<file path="src/rtl/rcp_params.svh">
/*
 Constants for the remote control port: clock rate, drive pulse length,
 reset level of the filtered remote lines.
 Assumes rcp_lines_s field order: prepare, start, shutdown, power_on,
 ready, stop, start_request (MSB first).
*/
`ifndef RCP_PARAMS_SVH
`define RCP_PARAMS_SVH

// System clock period
`define RCP_CLK_PERIOD_NS 100

// Least time a request is pulled low on a shared line
`define RCP_PULSE_TIME_NS 2000

// Least time rounded up to whole cycles
`define RCP_PULSE_CYC ((`RCP_PULSE_TIME_NS + `RCP_CLK_PERIOD_NS - 1) / `RCP_CLK_PERIOD_NS)

// Filtered line levels at reset: low-true lines idle high, others low
`define RCP_LINES_IDLE 7'h73

// Output enables at reset: nothing pulled
`define RCP_OE_RESET 7'h00

`endif

</file>
<file path="src/rtl/rcp_pkg.sv">
/*
 Types of the remote control port: the bundle of shared lines,
 the run state and the registered state of the core.
 Assumes nothing beyond the parameter header.
*/
package rcp_pkg;

    // One bit per shared remote line
    typedef struct packed {
        logic prepare;
        logic start;
        logic shutdown;
        logic power_on;
        logic ready;
        logic stop;
        logic start_request;
    } rcp_lines_s;

    typedef enum logic [1:0] {
        rcp_st_idle,
        rcp_st_prep,
        rcp_st_run
    } rcp_run_e;

    typedef struct packed {
        rcp_run_e   run;
        rcp_lines_s prev;
        rcp_lines_s oe;
        logic       prep_begin;
        logic       run_begin;
        logic       run_end;
        logic       run_abort;
        logic       inject_req;
        logic       power_lost;
        logic       ready_rise;
        logic       protect;
    } rcp_core_s;

endpackage : rcp_pkg

</file>
<file path="src/rtl/rcp_sync.sv">
/*
 Three-stage input filter for levels from outside the clock domain.
 A level is taken once stages two and three agree.
 Assumes a synchronous active-high reset.
*/
`timescale 1ns/10ps
module rcp_sync #(
    parameter int               WIDTH     = 7,
    parameter logic [WIDTH-1:0] RESET_VAL = '1
) (
    // Clock and reset
    input  wire logic             i_clock,
    input  wire logic             i_rst,
    // Raw and filtered levels
    input  wire logic [WIDTH-1:0] i_async,
    output logic      [WIDTH-1:0] o_level
);
    typedef struct packed {
        logic [WIDTH-1:0] s1;
        logic [WIDTH-1:0] s2;
        logic [WIDTH-1:0] s3;
        logic [WIDTH-1:0] lvl;
    } rcp_sync_state_s;

    rcp_sync_state_s st_q;
    rcp_sync_state_s st_d;

    generate
        if (WIDTH < 1) begin : g_bad_width
            $error("rcp_sync width must be at least one");
        end
    endgenerate

    always_comb begin
        st_d     = st_q;
        st_d.s1  = i_async;
        st_d.s2  = st_q.s1;
        st_d.s3  = st_q.s2;
        st_d.lvl = (~(st_q.s2 ^ st_q.s3) & st_q.s3) | ((st_q.s2 ^ st_q.s3) & st_q.lvl);
    end

    always_ff @(posedge i_clock) begin
        if (i_rst) begin
            st_q <= '{RESET_VAL, RESET_VAL, RESET_VAL, RESET_VAL};
        end else begin
            st_q <= st_d;
        end
    end

    assign o_level = st_q.lvl;

    a_sync_agree: assert property (@(posedge i_clock) disable iff (i_rst)
        (st_q.s2 == st_q.s3) |=> (o_level == $past(st_q.s3)))
        else $error("filtered level missed an agreed input");

endmodule : rcp_sync

</file>
<file path="src/rtl/rcp_pulse_drv.sv">
/*
 Pulse stretcher for one open-collector request line.
 A fire while idle pulls the line for CYCLES clocks; fires while busy are ignored.
 Assumes a synchronous active-high reset.
*/
`timescale 1ns/10ps
`include "rcp_params.svh"
module rcp_pulse_drv #(
    parameter int CYCLES = `RCP_PULSE_CYC
) (
    // Clock and reset
    input  wire logic i_clock,
    input  wire logic i_rst,
    // Request and drive
    input  wire logic i_fire,
    output logic      o_drive
);
    localparam int CW     = $clog2(CYCLES + 1);
    localparam int LAST_C = CYCLES - 1;

    typedef struct packed {
        logic [CW-1:0] cnt;
        logic          drive;
    } rcp_pulse_state_s;

    rcp_pulse_state_s st_q;
    rcp_pulse_state_s st_d;

    generate
        if (CYCLES < 1 || CYCLES > 65535) begin : g_bad_cycles
            $error("rcp_pulse_drv cycles out of range");
        end
    endgenerate

    always_comb begin
        st_d = st_q;
        if (i_fire && (st_q.cnt == '0)) begin
            st_d.cnt = CW'(CYCLES);
        end else if (st_q.cnt != '0) begin
            st_d.cnt = st_q.cnt - 1'b1;
        end
        st_d.drive = (st_d.cnt != '0);
    end

    always_ff @(posedge i_clock) begin
        if (i_rst) begin
            st_q <= '{cnt: '0, drive: 1'b0};
        end else begin
            st_q <= st_d;
        end
    end

    assign o_drive = st_q.drive;

    a_pulse_start: assert property (@(posedge i_clock) disable iff (i_rst)
        (i_fire && !o_drive) |=> o_drive)
        else $error("request fire did not pull the line");

    a_pulse_width: assert property (@(posedge i_clock) disable iff (i_rst)
        $rose(o_drive) |-> ##LAST_C o_drive ##1 !o_drive)
        else $error("line pulse length wrong");

endmodule : rcp_pulse_drv

</file>
<file path="src/rtl/rcp_remote_port.sv">
/*
 Remote control port core: drives the shared wired-or remote lines by
 open-collector enables and reacts to the filtered levels seen on them.
 Assumes an external pull-up on every line and a wire resolved from
 o_line_oe; o_line_out is the level driven while enabled.
*/
// Functional notes
// - Low means asserted, except power-on and ready which are asserted high.
// - Lines are only pulled low through open-collector enables, wired-or.
// - A serious local fault pulls the shared shutdown line low.
// - Seeing shutdown low raises the protective action output, e.g. pump stop.
// - Power-on reads high only when every module is on; we pull it otherwise.
// - Ready first, then start, then optional stop, each on its own line.
// - Ready high means the system can take the next analysis.
// - Prepare going low begins pre-analysis activity.
// - Start going low begins the run or timetable.
// - Stop going low returns the device to ready, aborting the run.
// - Start-request low asks for an injection; only an autosampler acts.
`timescale 1ns/10ps
`include "rcp_params.svh"
module rcp_remote_port #(
    parameter bit P_DOES_PREP   = 1'b1,
    parameter bit P_DOES_RUN    = 1'b1,
    parameter bit P_CAN_PROTECT = 1'b1,
    parameter bit P_IS_SAMPLER  = 1'b0,
    parameter int P_PULSE_CYC   = `RCP_PULSE_CYC
) (
    // Clock and reset
    input  wire logic               i_clock,
    input  wire logic               i_rst,
    // Shared remote lines
    input  wire rcp_pkg::rcp_lines_s i_line_in,
    output rcp_pkg::rcp_lines_s      o_line_out,
    output rcp_pkg::rcp_lines_s      o_line_oe,
    // Local conditions
    input  wire logic               i_fault,
    input  wire logic               i_local_on,
    input  wire logic               i_local_ready,
    // Local requests
    input  wire logic               i_req_prepare,
    input  wire logic               i_req_start,
    input  wire logic               i_req_stop,
    input  wire logic               i_req_inject,
    // Local completions
    input  wire logic               i_prep_done,
    input  wire logic               i_run_done,
    input  wire logic               i_protect_clear,
    // System levels
    output rcp_pkg::rcp_lines_s      o_lines,
    output logic                    o_sys_shutdown,
    output logic                    o_sys_on,
    output logic                    o_sys_ready,
    // Device state
    output logic                    o_preparing,
    output logic                    o_running,
    output logic                    o_protect,
    // Event pulses
    output logic                    o_prep_begin,
    output logic                    o_run_begin,
    output logic                    o_run_end,
    output logic                    o_run_abort,
    output logic                    o_inject_req,
    output logic                    o_power_lost,
    output logic                    o_ready_rise
);
    localparam int NREQ = 4;

    rcp_pkg::rcp_lines_s lvl;
    rcp_pkg::rcp_core_s  core_q;
    rcp_pkg::rcp_core_s  core_d;

    logic [NREQ-1:0] fire;
    logic [NREQ-1:0] drive;
    logic            fall_prep;
    logic            fall_start;
    logic            fall_stop;
    logic            fall_inj;
    logic            fall_pwr;
    logic            rise_ready;
    logic            shut;

    generate
        if (P_PULSE_CYC < 1) begin : g_bad_pulse
            $error("rcp_remote_port pulse length must be at least one cycle");
        end
    endgenerate

    // Incoming level filter
    rcp_sync #(
        .WIDTH     (7),
        .RESET_VAL (`RCP_LINES_IDLE)
    ) u_sync (
        .i_clock (i_clock),
        .i_rst   (i_rst),
        .i_async (i_line_in),
        .o_level (lvl)
    );

    // Request stretchers: prepare, start, stop, start-request
    generate
        for (genvar g = 0; g < NREQ; g++) begin : g_req
            rcp_pulse_drv #(
                .CYCLES (P_PULSE_CYC)
            ) u_drv (
                .i_clock (i_clock),
                .i_rst   (i_rst),
                .i_fire  (fire[g]),
                .o_drive (drive[g])
            );
        end
    endgenerate

    // Edges on the filtered levels, and the shutdown level itself
    assign fall_prep  = core_q.prev.prepare & ~lvl.prepare;
    assign fall_start = core_q.prev.start & ~lvl.start;
    assign fall_stop  = core_q.prev.stop & ~lvl.stop;
    assign fall_inj   = core_q.prev.start_request & ~lvl.start_request;
    assign fall_pwr   = core_q.prev.power_on & ~lvl.power_on;
    assign rise_ready = ~core_q.prev.ready & lvl.ready;
    assign shut       = ~lvl.shutdown;

    // Outgoing requests, in the legal order
    assign fire[0] = i_req_prepare && (core_q.run != rcp_pkg::rcp_st_run);
    assign fire[1] = i_req_start && lvl.ready && !shut
                     && (core_q.run != rcp_pkg::rcp_st_run);
    assign fire[2] = i_req_stop && (core_q.run == rcp_pkg::rcp_st_run);
    assign fire[3] = i_req_inject;

    always_comb begin
        core_d            = core_q;
        core_d.prev       = lvl;
        core_d.prep_begin = 1'b0;
        core_d.run_begin  = 1'b0;
        core_d.run_end    = 1'b0;
        core_d.run_abort  = 1'b0;
        core_d.inject_req = fall_inj && P_IS_SAMPLER;
        core_d.power_lost = fall_pwr;
        core_d.ready_rise = rise_ready;

        unique case (core_q.run)
            rcp_pkg::rcp_st_idle: begin
                if (!shut && fall_start && P_DOES_RUN) begin
                    core_d.run       = rcp_pkg::rcp_st_run;
                    core_d.run_begin = 1'b1;
                end else if (!shut && fall_prep && P_DOES_PREP) begin
                    core_d.run        = rcp_pkg::rcp_st_prep;
                    core_d.prep_begin = 1'b1;
                end
            end
            rcp_pkg::rcp_st_prep: begin
                if (shut || fall_pwr) begin
                    core_d.run       = rcp_pkg::rcp_st_idle;
                    core_d.run_abort = 1'b1;
                end else if (fall_start && P_DOES_RUN) begin
                    core_d.run       = rcp_pkg::rcp_st_run;
                    core_d.run_begin = 1'b1;
                end else if (i_prep_done) begin
                    core_d.run = rcp_pkg::rcp_st_idle;
                end
            end
            rcp_pkg::rcp_st_run: begin
                if (shut || fall_stop || fall_pwr) begin
                    core_d.run       = rcp_pkg::rcp_st_idle;
                    core_d.run_abort = 1'b1;
                end else if (i_run_done) begin
                    core_d.run     = rcp_pkg::rcp_st_idle;
                    core_d.run_end = 1'b1;
                end
            end
            default: begin
                core_d.run = rcp_pkg::rcp_st_idle;
            end
        endcase

        // Protective action holds until cleared with the line released
        core_d.protect = P_CAN_PROTECT
                         && (shut || (core_q.protect && !i_protect_clear));

        // Open-collector enables: high pulls the line low
        core_d.oe.prepare       = drive[0];
        core_d.oe.start         = drive[1];
        core_d.oe.stop          = drive[2];
        core_d.oe.start_request = drive[3];
        core_d.oe.shutdown      = i_fault;
        core_d.oe.power_on      = !i_local_on;
        core_d.oe.ready         = !(i_local_ready
                                    && (core_d.run == rcp_pkg::rcp_st_idle));
    end

    always_ff @(posedge i_clock) begin
        if (i_rst) begin
            core_q <= '{
                run:        rcp_pkg::rcp_st_idle,
                prev:       `RCP_LINES_IDLE,
                oe:         `RCP_OE_RESET,
                prep_begin: 1'b0,
                run_begin:  1'b0,
                run_end:    1'b0,
                run_abort:  1'b0,
                inject_req: 1'b0,
                power_lost: 1'b0,
                ready_rise: 1'b0,
                protect:    1'b0
            };
        end else begin
            core_q <= core_d;
        end
    end

    // Pins only ever pull to 0 V
    assign o_line_out     = '0;
    assign o_line_oe      = core_q.oe;
    assign o_lines        = lvl;
    assign o_sys_shutdown = shut;
    assign o_sys_on       = lvl.power_on;
    assign o_sys_ready    = lvl.ready;
    assign o_preparing    = (core_q.run == rcp_pkg::rcp_st_prep);
    assign o_running      = (core_q.run == rcp_pkg::rcp_st_run);
    assign o_protect      = core_q.protect;
    assign o_prep_begin   = core_q.prep_begin;
    assign o_run_begin    = core_q.run_begin;
    assign o_run_end      = core_q.run_end;
    assign o_run_abort    = core_q.run_abort;
    assign o_inject_req   = core_q.inject_req;
    assign o_power_lost   = core_q.power_lost;
    assign o_ready_rise   = core_q.ready_rise;

    a_shut_drive: assert property (@(posedge i_clock) disable iff (i_rst)
        i_fault |=> o_line_oe.shutdown)
        else $error("fault did not pull shutdown");

    a_protect_act: assert property (@(posedge i_clock) disable iff (i_rst)
        (P_CAN_PROTECT && !i_line_in.shutdown)[*5] |-> ##[0:2] o_protect)
        else $error("shutdown low without protective action");

    a_power_drive: assert property (@(posedge i_clock) disable iff (i_rst)
        !i_local_on |=> (o_line_oe.power_on && !o_line_out.power_on))
        else $error("power-on not pulled while off");

    a_start_order: assert property (@(posedge i_clock) disable iff (i_rst)
        $rose(o_line_oe.start) |-> $past(o_sys_ready, 3))
        else $error("start driven without system ready");

    a_ready_busy: assert property (@(posedge i_clock) disable iff (i_rst)
        (o_running || o_preparing) |-> o_line_oe.ready)
        else $error("ready released while busy");

    a_prep_begin: assert property (@(posedge i_clock) disable iff (i_rst)
        (P_DOES_PREP && (core_q.run == rcp_pkg::rcp_st_idle) && fall_prep
         && !fall_start && !shut) |=> (o_prep_begin && o_preparing))
        else $error("prepare edge did not begin preparation");

    a_run_begin: assert property (@(posedge i_clock) disable iff (i_rst)
        (P_DOES_RUN && !o_running && fall_start && !shut && !fall_pwr)
        |=> (o_run_begin && o_running))
        else $error("start edge did not begin the run");

    a_stop_abort: assert property (@(posedge i_clock) disable iff (i_rst)
        (o_running && fall_stop) |=> (!o_running && o_run_abort))
        else $error("stop edge did not abort the run");

    a_inject_gate: assert property (@(posedge i_clock) disable iff (i_rst)
        o_inject_req |-> (P_IS_SAMPLER && $past(fall_inj)))
        else $error("injection request without sampler role or edge");

    a_power_free: assert property (@(posedge i_clock) disable iff (i_rst)
        i_local_on |=> !o_line_oe.power_on)
        else $error("power-on pulled while on");

    a_shut_free: assert property (@(posedge i_clock) disable iff (i_rst)
        !i_fault |=> !o_line_oe.shutdown)
        else $error("shutdown pulled without fault");

    a_ready_idle: assert property (@(posedge i_clock) disable iff (i_rst)
        (!o_running && !o_preparing && $past(i_local_ready)) |-> !o_line_oe.ready)
        else $error("ready pulled while idle and ready");

    a_prep_in_run: assert property (@(posedge i_clock) disable iff (i_rst)
        (o_running && fall_prep) |=> !o_preparing)
        else $error("prepare taken during run");

    a_run_end: assert property (@(posedge i_clock) disable iff (i_rst)
        (o_running && i_run_done && !shut && !fall_stop && !fall_pwr)
        |=> (o_run_end && !o_running))
        else $error("run done did not end the run");

    a_protect_hold: assert property (@(posedge i_clock) disable iff (i_rst)
        (o_protect && !i_protect_clear) |=> o_protect)
        else $error("protective action dropped without clear");

    a_shut_abort: assert property (@(posedge i_clock) disable iff (i_rst)
        (o_running && shut) |=> (!o_running && o_run_abort))
        else $error("shutdown did not abort the run");

endmodule : rcp_remote_port

</file>
<file path="config.mk">
export PLATFORM = sky130hd
export DESIGN_NAME = rcp_remote_port
export DESIGN_NICKNAME = d
export VERILOG_FILES = /design/src/rtl/rcp_pkg.sv /design/src/rtl/rcp_sync.sv /design/src/rtl/rcp_pulse_drv.sv /design/src/rtl/rcp_remote_port.sv
export VERILOG_INCLUDE_DIRS = /design/src /design/src/rtl
export SDC_FILE = /design/constraint.sdc
export NUM_CORES = 1
export LEC_CHECK = 0
export BUFFER_PORTS_ARGS = -buffer_cell sky130_fd_sc_hd__buf_4
export CORE_ASPECT_RATIO = 1.1
export CORE_MARGIN = 3
export CORE_UTILIZATION = 40
export CTS_CLUSTER_DIAMETER = 40
export CTS_CLUSTER_SIZE = 40
export DETAILED_ROUTE_END_ITERATION = 10
export SETUP_SLACK_MARGIN = 0.15
export SKIP_LAST_GASP = 1
export SLEW_MARGIN = 30
export SYNTH_ARGS = -nofsm -noshare
export SYNTH_HDL_FRONTEND = slang
export SYNTH_HIERARCHICAL = 1
export SYNTH_SLANG_ARGS = --single-unit
</file>
<file path="constraint.sdc">
create_clock -name i_clock -period 2.2 [get_ports i_clock]
set_input_delay 0.22 -clock i_clock [delete_from_list [all_inputs] [get_ports i_clock]]
set_output_delay 0.22 -clock i_clock [all_outputs]
set_load 0.01 [all_outputs]
</file>
==> impl_metrics.tcl <==
set metrics [dict create \
    crit_fanout 7 \
    cts_max_level 3 \
    synthMostInstantiatedCell "sky130_fd_sc_hd__dfxtp_1" \
    postCtsResizedCells 0 \
    post_dp_cell_area_um2 3430 \
    place_worst_setup_slack_ns 0.332 \
    cts-buffers-inserted 9 \
    first_global_vias 2078 \
    synthesis.area_um2 3140 \
    floorplan.die_area_um2 8960 \
    ys.warnings.count 6 \
    drcViolationCount 0 \
    vias 2281 \
    drt_iter0_markers 70 \
    synth_top_cell_area_share 0.465 \
    grt_antenna_before_repair 0 \
    port_buffers 44 \
    timing.critical_path.required_ns 2.43 \
    worstHoldPathType "in -> reg" \
    grt_first_pass_wirelength_um 9320 \
    synth-edff-count 0 \
    routabilityCongestion 0.819 \
    post_synth.cell_area_avg_um2 9.28 \
    core.rowCount 33 \
    drt_pass1_iterations 4 \
    startpoint_type "flip-flop" \
    synth.largest_area_cell "sky130_fd_sc_hd__dfxtp_1" \
    cts_max_path_buffers 2 \
    post-route-cell-area_um2 3640 \
    post_synth_num_cell_types 41 \
    number_of_violations_of_the_max_capacitance_limit 0 \
    synth_seq_cells 73 \
    timing_hold_violations_final 0 \
    flop_pwr_share 0.427 \
    global_route.overflow_total 0 \
    async_flop_share 0 \
    yosys-top-cells-count "sky130_fd_sc_hd__dfxtp_1, sky130_fd_sc_hd__nor2_1, sky130_fd_sc_hd__buf_4, sky130_fd_sc_hd__inv_1, sky130_fd_sc_hd__a21oi_1" \
    ios 53 \
    cp-end-kind "flip-flop" \
    critPathArrivalTime_ns 2.11 \
    power_switching_share 0.331 \
    clkTransAtPathRegs_ns 0.08 \
    cts_tree "built" \
    finalCritPeriodShare 0.858 \
    largest_clock_skew_in_the_final_design_ns 0.00931 \
    coreArea_um2 7560 \
    wirelength_um 5470 \
    layout-drive-gt1-share 0.207 \
    intPower_w 0.00272 \
    total_switching_power_w 0.00134 \
    die_w_um 90.5 \
    crit_type "reg -> reg" \
    crit_chain "inv_1 > ha_1 > and2b_1 > nand4_1 > o211ai_1 > a31o_1 > or3_1" \
    post_drt_antenna_nets 0 \
    totalNegativeSetupSlack_ns 0 \
    floorplan.initialDensity 0.416 \
    timing.final.setup_violations 0 \
    comb_power_share 0.312 \
    run_status "completed" \
    grt_max_degree 43 \
    synth_area_leaders "sky130_fd_sc_hd__dfxtp_1, sky130_fd_sc_hd__buf_4, sky130_fd_sc_hd__nor2_1, sky130_fd_sc_hd__or2_1, sky130_fd_sc_hd__a21oi_1" \
    routed_via_density 4.69 \
    place.detailed.hpwl_um 3840 \
    slew_violations 0 \
    netlist_instances 339 \
    avgRoutedWirePerCell_um 11.3 \
    power.clock.fraction 0.260 \
    fin_nets 403 \
    power.density_nw_per_um2 1110 \
    grt_setup_unrepaired "false" \
    seq_area_frac_synth 0.465 \
    fmaxAchievable_mhz 530 \
    clk_latency_ns 0.35 \
    grt_util_all_layers 0.129 \
    cpPeakStageDelay_ns 0.36 \
    numClockSinks 73 \
    fin_ws_ns 0.313 \
    areaGrowthSynthToFinish_pct 15.9 \
    slowest_stage "sky130_fd_sc_hd__dfxtp_1" \
    finalCriticalPeriod_ns 1.89 \
    peakVddDrop_mv 0.610 \
    diodes 0 \
    postSynth.topFlopCell "sky130_fd_sc_hd__dfxtp_1" \
    power.leakage_nw 1.54 \
    cts_root_buffer "sky130_fd_sc_hd__clkbuf_8" \
    floorplan.die.height_um 99.0 \
]
[per-stage QoR]
stage,hold slack [ns],total power (W),cells,util
2_1_floorplan,0.292,0.00281,346,-
3_3_place_gp,0.377,0.00302,469,0.454
3_5_place_dp,0.379,0.00303,469,0.454
4_1_cts,0.0289,0.00410,486,0.482
5_1_grt,0.0347,0.00435,486,0.482
6_report,0.0436,0.00406,486,0.482
[power groups by stage]
stage	Clock, W	Combinational (W)	Sequential, W
2_1_floorplan	0	0.00109	0.00172
3_3_place_gp	0	0.00126	0.00176
3_5_place_dp	0	0.00127	0.00176
4_1_cts	0.00109	0.00127	0.00173
5_1_grt	0.00114	0.00145	0.00176
6_report	0.00106	0.00127	0.00173
[repair_timing]
item	4_1_cts	5_1_grt
hold buffers	1	0
endpoints found under the hold margin	1	0
setup buffers	0	0
[logic make-up (layout without fill, tap and decap cells)]
family | after synthesis | after routing | share of synthesized area
DFF | 73 | 73 | 0.465
other | 1 | 8 | 0.00119
adders and majority gates | 8 | 8 | 0.0318
xor gates and xnor gates | 4 | 4 | 0.0111
and+or+nand+nor | 135 | 135 | 0.255
buffers and inverters | 52 | 87 | 0.0967
AOI/OAI and AO/OA | 66 | 66 | 0.139
[worst max-delay path: cells and delay by family, from the launching register on]
family                     cells  cell delay, ns
buffers and inverters          1            0.11
and+or+nand+nor                3            0.65
adders and majority gates      1            0.32
AOI/OAI and AO/OA              2            0.33
DFF                            1            0.36
[flip-flops by register name, indices dropped and copies added, names as in the netlist, named ones only]
register	cells
o_run_end	1
o_power_lost	1
o_run_begin	1
u_sync/st_q	7
o_ready_rise	1
o_line_oe	7
g_req.u_drv/o_drive	4
o_protect	1
g_req.u_drv/st_q	20
u_sync/st_d	14
o_run_abort	1
core_q	7
o_prep_begin	1
[layout make-up]
| cell class | instances | area, µm² |
|---|---|---|
| inverter | 24 | 90.1 |
| multi-input combinational | 221 | 1410 |
| fill | 729 | 3910 |
| tap | 105 | 131 |
| timing repair buffer | 47 | 355 |
| sequential | 73 | 1460 |
| clock buffer | 9 | 124 |
| clock inverter | 7 | 76.3 |
[metal layers]
| metal | vias to the layer above | global-route usage | wire [µm] |
|---|---|---|---|
| li1 | 1194 | - | - |
| met2 | 49 | 0.199 | 2360 |
| met3 | 11 | 0.0282 | 272 |
| met4 | 0 | 0.0777 | 143 |
| met5 | - | 0 | 0 |
| met1 | 1027 | 0.164 | 2690 |
[placed cells by master (no fill, tap or decap), types with 8 or more instances in the layout]
master	n
sky130_fd_sc_hd__nor3b_1	8
sky130_fd_sc_hd__conb_1	8
sky130_fd_sc_hd__nand2_1	9
sky130_fd_sc_hd__nor2b_1	10
sky130_fd_sc_hd__a31oi_1	8
sky130_fd_sc_hd__a21oi_1	22
sky130_fd_sc_hd__or2_1	21
sky130_fd_sc_hd__inv_1	23
sky130_fd_sc_hd__nor2_1	38
sky130_fd_sc_hd__nor3_1	19
sky130_fd_sc_hd__ha_1	8
sky130_fd_sc_hd__buf_4	46
sky130_fd_sc_hd__clkbuf_8	9
sky130_fd_sc_hd__dfxtp_1	73
sky130_fd_sc_hd__o21ai_0	10
[path summary, 6_finish.rpt]
| path | from | endpoint | slack [ns] | cells past startpoint |
|---|---|---|---|---|
| max | core_q[22] | o_line_oe[2] | 0.31 | 7 |
| min | i_line_in[0] | u_sync/st_d[14] | 0.04 | 2 |
| max reg2reg | core_q[22] | o_line_oe[2] | 0.31 | 7 |
| min reg2reg | core_q[17] | o_ready_rise | 0.39 | 1 |
No activity file was read; power rests on OpenSTA's default activity.
